[config.mk]
export PLATFORM = sky130hd
export DESIGN_NAME = cff_dev_flat
export DESIGN_NICKNAME = d
export VERILOG_FILES = /design/src/pkg/cff_pkg.sv /design/src/pkg/cff_if.sv /design/src/verilog/cff_buf.sv /design/src/verilog/cff_dev.sv /design/src/flat_wrapper.sv
export VERILOG_INCLUDE_DIRS = /design/src /design/src/pkg
export SDC_FILE = /design/constraint.sdc
export NUM_CORES = 2
export LEC_CHECK = 0
export BUFFER_PORTS_ARGS = -buffer_cell sky130_fd_sc_hd__buf_4
export CORE_ASPECT_RATIO = 0.9
export CORE_MARGIN = 4
export CORE_UTILIZATION = 40
export DETAILED_ROUTE_END_ITERATION = 8
export PLACE_DENSITY_LB_ADDON = 0.08
export SLEW_MARGIN = 20
export SYNTH_ARGS = -nofsm -noshare
export SYNTH_HDL_FRONTEND = slang
export SYNTH_SLANG_ARGS = --single-unit
[constraint.sdc]
create_clock -name mclk -period 19.38 [get_ports mclk]
set_input_delay 0.969 -clock mclk [delete_from_list [all_inputs] [get_ports mclk]]
set_output_delay 0.969 -clock mclk [all_outputs]
set_load 0.005 [all_outputs]
[src/pkg/cff_cfg.svh]
`ifndef CFF_CFG_SVH
`define CFF_CFG_SVH

////////////////////////////////////////////////////////////////////////
// Geometry
`define CFF_TAPS 32
`define CFF_COEF_W 16
`define CFF_ACC_W 36
`define CFF_OUT_W 24
`define CFF_ADDR_W 6
`define CFF_DATA_W 16

////////////////////////////////////////////////////////////////////////
// Register offsets (words); coefficients occupy 6'h00 to 6'h1F
`define CFF_A_CTRL 6'h20
`define CFF_A_DIR 6'h21
`define CFF_A_DOH 6'h22
`define CFF_A_DOL 6'h23
`define CFF_A_STAT 6'h24

////////////////////////////////////////////////////////////////////////
// Control fields and reset values
`define CFF_CTRL_CW 1:0
`define CFF_CTRL_SEL 3:2
`define CFF_CTRL_MASTER 4
`define CFF_CTRL_PORT 5
`define CFF_CTRL_RST 16'h0013
`define CFF_STAT_BUSY 0
`define CFF_STAT_READY 1
`define CFF_STAT_OVR 2

////////////////////////////////////////////////////////////////////////
// Selector start bits for codes 0 to 3
`define CFF_SEL0 5'd7
`define CFF_SEL1 5'd11
`define CFF_SEL2 5'd15
`define CFF_SEL3 5'd20
`endif

[src/pkg/cff_pkg.sv]
`include "cff_cfg.svh"
package cff_pkg;
    typedef logic [`CFF_ADDR_W-1:0] cff_addr_t;
    typedef logic [`CFF_DATA_W-1:0] cff_data_t;
    typedef logic [`CFF_OUT_W-1:0] cff_out_t;
    typedef logic signed [`CFF_ACC_W-1:0] cff_acc_t;

    typedef enum logic [1:0] {PH_IDLE, PH_MAC, PH_ADD, PH_PUSH} cff_phase_e;
    typedef enum logic [1:0] {HS_IDLE, HS_BUS, HS_WAIT} cff_hphase_e;

    // Device state
    typedef struct packed {
        logic [`CFF_TAPS-1:0][`CFF_COEF_W-1:0] coef;
        logic [`CFF_TAPS-1:0][`CFF_DATA_W-1:0] dline;
        cff_data_t ctrl;
        cff_data_t smp;
        cff_acc_t acc;
        cff_acc_t cas_out;
        logic [4:0] tap;
        cff_phase_e phase;
        cff_out_t result;
        cff_out_t held;
        logic ready;
        logic overrun;
        logic go_out;
        logic busy;
        cff_data_t rdata;
    } cff_dev_s;

    // Host state
    typedef struct packed {
        cff_hphase_e phase;
        cff_addr_t addr;
        cff_data_t wdata;
        logic rw;
        logic sel_b;
        logic cmd_ready;
        logic rsp_valid;
        cff_data_t rsp_data;
        cff_data_t din;
        logic din_valid;
        logic res_valid;
        cff_out_t res_data;
        logic dout_ready;
    } cff_host_s;
endpackage : cff_pkg

[src/pkg/cff_if.sv]
`timescale 1ns/100ps
interface cff_if;
    import cff_pkg::*;
    cff_addr_t addr;
    cff_data_t wdata;
    cff_data_t rdata;
    logic rw;
    logic ce_b;
    logic cs_b;
    cff_data_t din;
    logic din_valid;
    cff_out_t dout;
    logic dout_valid;
    logic dout_ready;
    cff_acc_t cas_in;
    cff_acc_t cas_out;
    logic go_in;
    logic go_out;

    modport dev (
        input addr, wdata, rw, ce_b, cs_b, din, din_valid, dout_ready, cas_in, go_in,
        output rdata, dout, dout_valid, cas_out, go_out
    );
    modport host (
        output addr, wdata, rw, ce_b, cs_b, din, din_valid, dout_ready, cas_in, go_in,
        input rdata, dout, dout_valid, cas_out, go_out
    );
endinterface : cff_if

[src/verilog/cff_buf.sv]
`timescale 1ns/100ps
module cff_buf #(
    parameter int W = 24
) (
    input wire logic mclk,
    input wire logic rst_b,
    input wire logic in_valid,
    output logic in_ready,
    input wire logic [W-1:0] in_data,
    output logic out_valid,
    input wire logic out_ready,
    output logic [W-1:0] out_data
);
    import cff_pkg::*;
    typedef struct packed {
        logic [1:0][W-1:0] slot;
        logic [1:0] cnt;
    } cff_buf_s;
    cff_buf_s st, next_st;
    logic push, pop;
    logic [1:0] n;

    ////////////////////////////////////////////////////////////////////
    // Handshakes straight off the state so both sides see honest flags
    assign in_ready = (st.cnt != 2'd2);
    assign out_valid = (st.cnt != 2'd0);
    assign out_data = st.slot[0];
    assign push = in_valid && in_ready;
    assign pop = out_valid && out_ready;

    // Pop shifts the tail forward; push lands behind what remains
    always_comb begin
        next_st = st;
        n = st.cnt - {1'b0, pop};
        if (pop) begin
            next_st.slot[0] = st.slot[1];
        end
        if (push) begin
            next_st.slot[n[0]] = in_data;
        end
        next_st.cnt = n + {1'b0, push};
    end

    always_ff @(posedge mclk) begin
        if (!rst_b) begin
            st <= '0;
        end else begin
            st <= next_st;
        end
    end
endmodule : cff_buf

[src/verilog/cff_dev.sv]
`timescale 1ns/100ps
module cff_dev (
    input wire logic mclk,
    input wire logic rst_b,
    cff_if.dev link,
    output logic busy
);
    import cff_pkg::*;

    cff_dev_s st, next_st;
    logic take, wr, rd, trigger, start;
    cff_data_t sample;
    logic buf_in_ready, buf_out_valid, buf_out_ready;
    cff_out_t buf_data;
    logic signed [31:0] prod;
    cff_acc_t sum;
    cff_out_t sel_word;

    ////////////////////////////////////////////////////////////////////
    // Coefficient sign extension by programmed word width
    function automatic logic signed [15:0] coef_ext(input logic [15:0] c, input logic [1:0] cw);
        logic signed [15:0] r;
        r = $signed(c);
        unique case (cw)
            2'd0: r = $signed({{12{c[3]}}, c[3:0]});
            2'd1: r = $signed({{8{c[7]}}, c[7:0]});
            2'd2: r = $signed({{4{c[11]}}, c[11:0]});
            2'd3: r = $signed(c);
        endcase
        return r;
    endfunction : coef_ext

    // Round at the bit below the start, then take 24 bits sign-extended
    function automatic cff_out_t select_word(input cff_acc_t v, input logic [1:0] sel);
        logic [4:0] sh;
        logic signed [36:0] w;
        sh = `CFF_SEL0;
        unique case (sel)
            2'd0: sh = `CFF_SEL0;
            2'd1: sh = `CFF_SEL1;
            2'd2: sh = `CFF_SEL2;
            2'd3: sh = `CFF_SEL3;
        endcase
        w = {v[`CFF_ACC_W-1], v} + (37'sd1 <<< (sh - 5'd1));
        w = w >>> sh;
        return w[`CFF_OUT_W-1:0];
    endfunction : select_word

    ////////////////////////////////////////////////////////////////////
    // Bus decode; access taken on each rising mclk edge with both selects low
    assign take = !link.cs_b && !link.ce_b;
    assign wr = take && !link.rw;
    assign rd = take && link.rw;

    // Sample source follows port mode
    assign trigger = st.ctrl[`CFF_CTRL_PORT] ? link.din_valid : (wr && link.addr == `CFF_A_DIR);
    assign sample = st.ctrl[`CFF_CTRL_PORT] ? link.din : link.wdata;

    // Master starts from its own registered pulse so every device starts together
    assign start = st.ctrl[`CFF_CTRL_MASTER] ? st.go_out : link.go_in;

    ////////////////////////////////////////////////////////////////////
    // Datapath terms
    assign prod = coef_ext(st.coef[st.tap], st.ctrl[`CFF_CTRL_CW]) * $signed(st.dline[st.tap]);
    assign sum = st.acc + link.cas_in;
    assign sel_word = select_word(sum, st.ctrl[`CFF_CTRL_SEL]);

    // Drain: port mode to the far end, bus mode into the held result
    assign buf_out_ready = st.ctrl[`CFF_CTRL_PORT] ? link.dout_ready : !st.ready;

    ////////////////////////////////////////////////////////////////////
    // Two-entry buffer keeps results while the receiver stalls
    cff_buf #(
        .W(`CFF_OUT_W)
    ) u_buf (
        .mclk(mclk),
        .rst_b(rst_b),
        .in_valid(st.phase == PH_PUSH),
        .in_ready(buf_in_ready),
        .in_data(st.result),
        .out_valid(buf_out_valid),
        .out_ready(buf_out_ready),
        .out_data(buf_data)
    );

    ////////////////////////////////////////////////////////////////////
    // Next state: registers, compute sequence, result handling
    always_comb begin
        next_st = st;
        next_st.go_out = 1'b0;

        // Register writes
        if (wr) begin
            if (link.addr[5] == 1'b0) begin
                next_st.coef[link.addr[4:0]] = link.wdata;
            end else if (link.addr == `CFF_A_CTRL) begin
                next_st.ctrl = link.wdata;
            end else if (link.addr == `CFF_A_STAT) begin
                next_st.overrun = 1'b0;
            end
        end

        // Capture sample; master also issues the chain start
        if (trigger) begin
            next_st.smp = sample;
            next_st.go_out = st.ctrl[`CFF_CTRL_MASTER];
        end

        // Reading the low result word releases the holding register
        if (rd && link.addr == `CFF_A_DOL) begin
            next_st.ready = 1'b0;
        end

        // Register reads, answered one cycle later
        if (rd) begin
            next_st.rdata = '0;
            if (link.addr[5] == 1'b0) begin
                next_st.rdata = st.coef[link.addr[4:0]];
            end else begin
                unique case (link.addr)
                    `CFF_A_CTRL: next_st.rdata = st.ctrl;
                    `CFF_A_DIR: next_st.rdata = st.smp;
                    `CFF_A_DOH: next_st.rdata = {{8{st.held[23]}}, st.held[23:16]};
                    `CFF_A_DOL: next_st.rdata = st.held[15:0];
                    `CFF_A_STAT: next_st.rdata = {13'h0000, st.overrun, st.ready, st.busy};
                    default: next_st.rdata = '0;
                endcase
            end
        end

        // Sequencer: one tap per cycle, then cascade add, then push
        unique case (st.phase)
            PH_IDLE: begin
                if (start) begin
                    next_st.dline = {st.dline[`CFF_TAPS-2:0], st.smp};
                    next_st.acc = '0;
                    next_st.tap = '0;
                    next_st.phase = PH_MAC;
                end
            end
            PH_MAC: begin
                // 36 bits hold 32 full-scale products without wrap, except 32 of -32768 times -32768
                next_st.acc = st.acc + cff_acc_t'(prod);
                next_st.tap = st.tap + 5'd1;
                if (st.tap == 5'd31) begin
                    next_st.phase = PH_ADD;
                end
            end
            PH_ADD: begin
                next_st.cas_out = sum;
                next_st.result = sel_word;
                next_st.phase = PH_PUSH;
            end
            PH_PUSH: begin
                if (buf_in_ready) begin
                    next_st.phase = PH_IDLE;
                end
            end
        endcase

        // A start while still working is dropped and flagged; flag set beats clear
        if (start && st.phase != PH_IDLE) begin
            next_st.overrun = 1'b1;
        end

        // Bus mode: move buffer head into the held result; set beats clear
        if (!st.ctrl[`CFF_CTRL_PORT] && buf_out_valid && !st.ready) begin
            next_st.held = buf_data;
            next_st.ready = 1'b1;
        end

        next_st.busy = (next_st.phase != PH_IDLE);
    end

    ////////////////////////////////////////////////////////////////////
    // State register; control comes up as 16-bit words, start at bit 7, master, bus mode
    always_ff @(posedge mclk) begin
        if (!rst_b) begin
            st <= '0;
            st.ctrl <= `CFF_CTRL_RST;
        end else begin
            st <= next_st;
        end
    end

    ////////////////////////////////////////////////////////////////////
    // Outputs, all from flip-flops
    assign link.rdata = st.rdata;
    assign link.cas_out = st.cas_out;
    assign link.go_out = st.go_out;
    assign link.dout = buf_data;
    assign link.dout_valid = buf_out_valid;
    assign busy = st.busy;
endmodule : cff_dev

[src/flat_wrapper.sv]
// flat-port wrapper written by rule: the top's interface ports become plain ports
module cff_dev_flat import cff_pkg::*;
  (mclk, rst_b, busy, link_addr, link_wdata, link_rw, link_ce_b, link_cs_b, link_din, link_din_valid, link_dout_ready, link_cas_in, link_go_in, link_rdata, link_dout, link_dout_valid, link_cas_out, link_go_out);
  cff_if link_i ();
  input wire logic mclk;
  input wire logic rst_b;
  output logic busy;
  input wire logic [$bits(link_i.addr)-1:0] link_addr;
  input wire logic [$bits(link_i.wdata)-1:0] link_wdata;
  input wire logic [$bits(link_i.rw)-1:0] link_rw;
  input wire logic [$bits(link_i.ce_b)-1:0] link_ce_b;
  input wire logic [$bits(link_i.cs_b)-1:0] link_cs_b;
  input wire logic [$bits(link_i.din)-1:0] link_din;
  input wire logic [$bits(link_i.din_valid)-1:0] link_din_valid;
  input wire logic [$bits(link_i.dout_ready)-1:0] link_dout_ready;
  input wire logic [$bits(link_i.cas_in)-1:0] link_cas_in;
  input wire logic [$bits(link_i.go_in)-1:0] link_go_in;
  output wire logic [$bits(link_i.rdata)-1:0] link_rdata;
  output wire logic [$bits(link_i.dout)-1:0] link_dout;
  output wire logic [$bits(link_i.dout_valid)-1:0] link_dout_valid;
  output wire logic [$bits(link_i.cas_out)-1:0] link_cas_out;
  output wire logic [$bits(link_i.go_out)-1:0] link_go_out;
  assign link_i.addr = link_addr;
  assign link_i.wdata = link_wdata;
  assign link_i.rw = link_rw;
  assign link_i.ce_b = link_ce_b;
  assign link_i.cs_b = link_cs_b;
  assign link_i.din = link_din;
  assign link_i.din_valid = link_din_valid;
  assign link_i.dout_ready = link_dout_ready;
  assign link_i.cas_in = link_cas_in;
  assign link_i.go_in = link_go_in;
  assign link_rdata = link_i.rdata;
  assign link_dout = link_i.dout;
  assign link_dout_valid = link_i.dout_valid;
  assign link_cas_out = link_i.cas_out;
  assign link_go_out = link_i.go_out;
  cff_dev u_core (.mclk(mclk), .rst_b(rst_b), .link(link_i), .busy(busy));
endmodule
==> flow_summary.yaml <==
run_status:
  status: "finished, final reports clean"
pwr:
  combPwrFrac_pct: 5.3
  leakagePower_nw: 29.0
  seq_power_share_pct: 45.2
  p_int_w: 0.00433
  switching_share_pct: 24.4
  peakVddDrop_mv: 0.0860
  clkPwrFrac_pct: 49.5
  power.total_w: 0.00572
  powerDensity_nw_per_um2: 70.4
  p_sw_w: 0.00140
floorplanning:
  core_area_um2: 184000
  die_height_um: 416
  die_w_um: 461
  rows: 149
  die_area_um2: 192000
  start_util_pct: 40.3
  pin_count: 161
worst_hold_path:
  min_path_type: "register to register"
logic_synthesis:
  syn_area_per_cell_um2: 8.82
  yosysSeqAreaShare_pct: 33.9
  synth_cell_types: 109
  yosys_warnings: 0
  ys_ff_latch: 1253
  synth_edf_count: 0
  synth_fp_nets: 8949
  synth_ff_type: "dfxtp_1"
  syn-cell-area_um2: 74000
  syn_inst: 8392
  ys_async_sr_fraction_pct: 0
clock_network:
  cts-buffers-inserted: 146
  clk_latency_ns: 0.82
  cts_root_buf: "clkbuf_16"
  post_cts_resized: 0
  post_cts_buffers: 0
  cts_tree: "yes"
  htreeDepth: 4
  hold_buffers: 0
  cts_buffer_depth: 3
  cts.clk_slew.worst_paths_ns: 0.06
  cts_sinks: 1253
timing:
  setup_viol: 0
  rsz0062_at_grt: "false"
  slew_headroom_pct: 19.3
  min_period_ns: 11.51
  worst_pin_slew_ns: 1.21
  slew_violations: 0
  hold_viol_final: 0
  whs_ns: 0.438
  max_freq_mhz: 86.9
  post-route-period-util_pct: 59.4
  fin_skew_ns: 0.0492
  tns_ns: 0
routing:
  wl_mm: 247
  routed_wire_length_per_instance_um: 23.3
  antenna_left: 0
  dr.pass1.iters: 6
  routed-via-count: 59700
  vias_per_cell: 5.63
  drc: 0
  first_iter_violations: 5925
final_layout:
  multiInputGateArea_um2: 44400
  drive_gt1_share_pct: 14.5
  nets: 8640
  fillerInstances: 17800
  regArea_um2: 25100
  layoutNonFillerInstCount: 10600
  area_growth_syn_to_layout_pct: 9.79
setup_path:
  cp_data_required_time_ns: 20.01
  end_kind: "register"
  worst-path-max-fanout: 108
  start_kind: "register"
  cp_slowest_cell: "buf_4"
  slowest_delay_ns: 0.72
  critPathArrivalTime_ns: 12.13
  cpMostUsedCell: "fa_1"
  worstSetupPathType: "register to register"
place:
  place.gp.congestion: 0.871
  dp.cells: 10400
  hpwl_mm: 162
  port_buffers: 160
global_route:
  grt_pass1_vias: 57600
  grt_first_pass_wirelength_mm: 372
  grt_max_degree: 240
  grt_usage_pct: 25.3
  antenna_found_initial: 10
  gr-total-overflow: 0
job:
  maxCapViolCount: 0
## path summary, 6_finish.rpt
path	startpoint	endpoint	slack, ns	depth (start not counted)
max reg2reg	u_core.st[71]	u_core.st[144]	7.87	32
max	u_core.st[71]	u_core.st[144]	7.87	32
min reg2reg	u_core.st[271]	u_core.st[287]	0.44	2
min	u_core.st[271]	u_core.st[287]	0.44	2
## cell usage in the layout (no fill, tap or decap), drive strengths merged, types with 70 or more instances in the layout
master  synthesis  layout
nand2        2322    2322
dfxtp        1253    1253
a21oi        1201    1201
mux4          497     497
inv           421     426
nor2          407     407
fa            316     316
buf           182     274
clkbuf        549     209
ha            159     159
mux2i         142     142
o21ai         101     101
nand2b         70      70
## logic make-up (layout without fill, tap and decap cells)
group | Yosys count | count (layout) | synth area share (%)
compound gates | 1639 | 1639 | 12.9
xor+xnor | 84 | 84 | 1.07
fa+ha+maj | 475 | 475 | 11.2
buf+inv | 1153 | 954 | 6.36
flops | 1253 | 1253 | 33.9
mux | 661 | 661 | 17.4
other cells | 0 | 4 | 0
simple gates | 3127 | 3127 | 17.2
## metrics by stage
stage / worst slack (ns) / cell area (um2) / util, %
after floorplan: 9.39 / 74000 / -
after detailed placement: 8.09 / 76300 / 41.5
final: 7.87 / 81200 / 44.2
after global routing: 7.12 / 81200 / 44.2
after global placement: 7.92 / 76200 / 41.5
after CTS: 8.02 / 81200 / 44.2
## power groups by stage
stage | Sequential [W] | Combinational (W) | Clock (W)
6_report | 0.00259 | 0.000304 | 0.00283
5_1_grt | 0.00259 | 0.000325 | 0.00300
4_1_cts | 0.00259 | 0.000304 | 0.00290
3_5_place_dp | 0.00264 | 0.000304 | 0
3_3_place_gp | 0.00264 | 0.000303 | 0
2_1_floorplan | 0.00264 | 0.000202 | 0
## metal layers
metal | vias to the layer above | wire [um] | global-route usage (%)
met5 | - | 12 | 0
met4 | 2 | 6410 | 6.65
met2 | 1843 | 112000 | 39.5
met3 | 329 | 16100 | 4.17
li1 | 27800 | - | -
met1 | 29700 | 113000 | 36.3
## synthesized netlist by cell type, types with 21 or more instances
library cell  instances  area share [%]
dfxtp_1            1253              34
ha_1                159             2.7
and2_1               37            0.31
nand3_1              64            0.43
a211oi_1             59            0.60
nand2b_1             70            0.59
nor2_1              407             2.1
nor3_1               40            0.27
buf_1                46            0.23
fa_1                316             8.5
mux2_2               21            0.32
xnor2_1              56            0.66
mux4_2              497              15
o21ai_0              85            0.57
or3_1                23            0.19
mux2i_1             141             1.9
a22oi_1              26            0.26
a31oi_1              22            0.19
and3_1               25            0.21
buf_2                55            0.37
buf_4                80            0.81
nand4_1              26            0.22
xor2_1               21            0.25
clkbuf_1            548             2.8
inv_1               420             2.1
a21oi_1            1194             8.1
nand2_1            2321              12
or2_2                48            0.41
## sequential cells by signal (all words and copies together) (netlist names)
register               count
u_core.busy                1
u_core.link.cas_out       36
u_core.link.go_out         1
u_core.link.rdata         16
u_core.st               1149
u_core.u_buf.out_data     24
u_core.u_buf.st           26
## final cells by class
cell class,instances,share of cell area [%]
multi-input combinational,5986,54.7
sequential,1253,30.9
clock buffer,209,5.34
tap,2416,3.72
timing repair buffer,274,2.68
inverter,422,1.96
clock inverter,49,0.747
antenna,4,0.0123
## worst max-delay path: cells and delay by family (launching register included)
| kind | cells | cell delay (ns) |
|---|---|---|
| and+or+nand+nor | 4 | 0.58 |
| adders and majority gates | 7 | 3.39 |
| muxes | 3 | 1.58 |
| DFF | 1 | 0.59 |
| AOI/OAI and AO/OA | 13 | 3.54 |
| buffers and inverters | 5 | 1.51 |
Note: power is estimated with default switching activity, not from simulation.
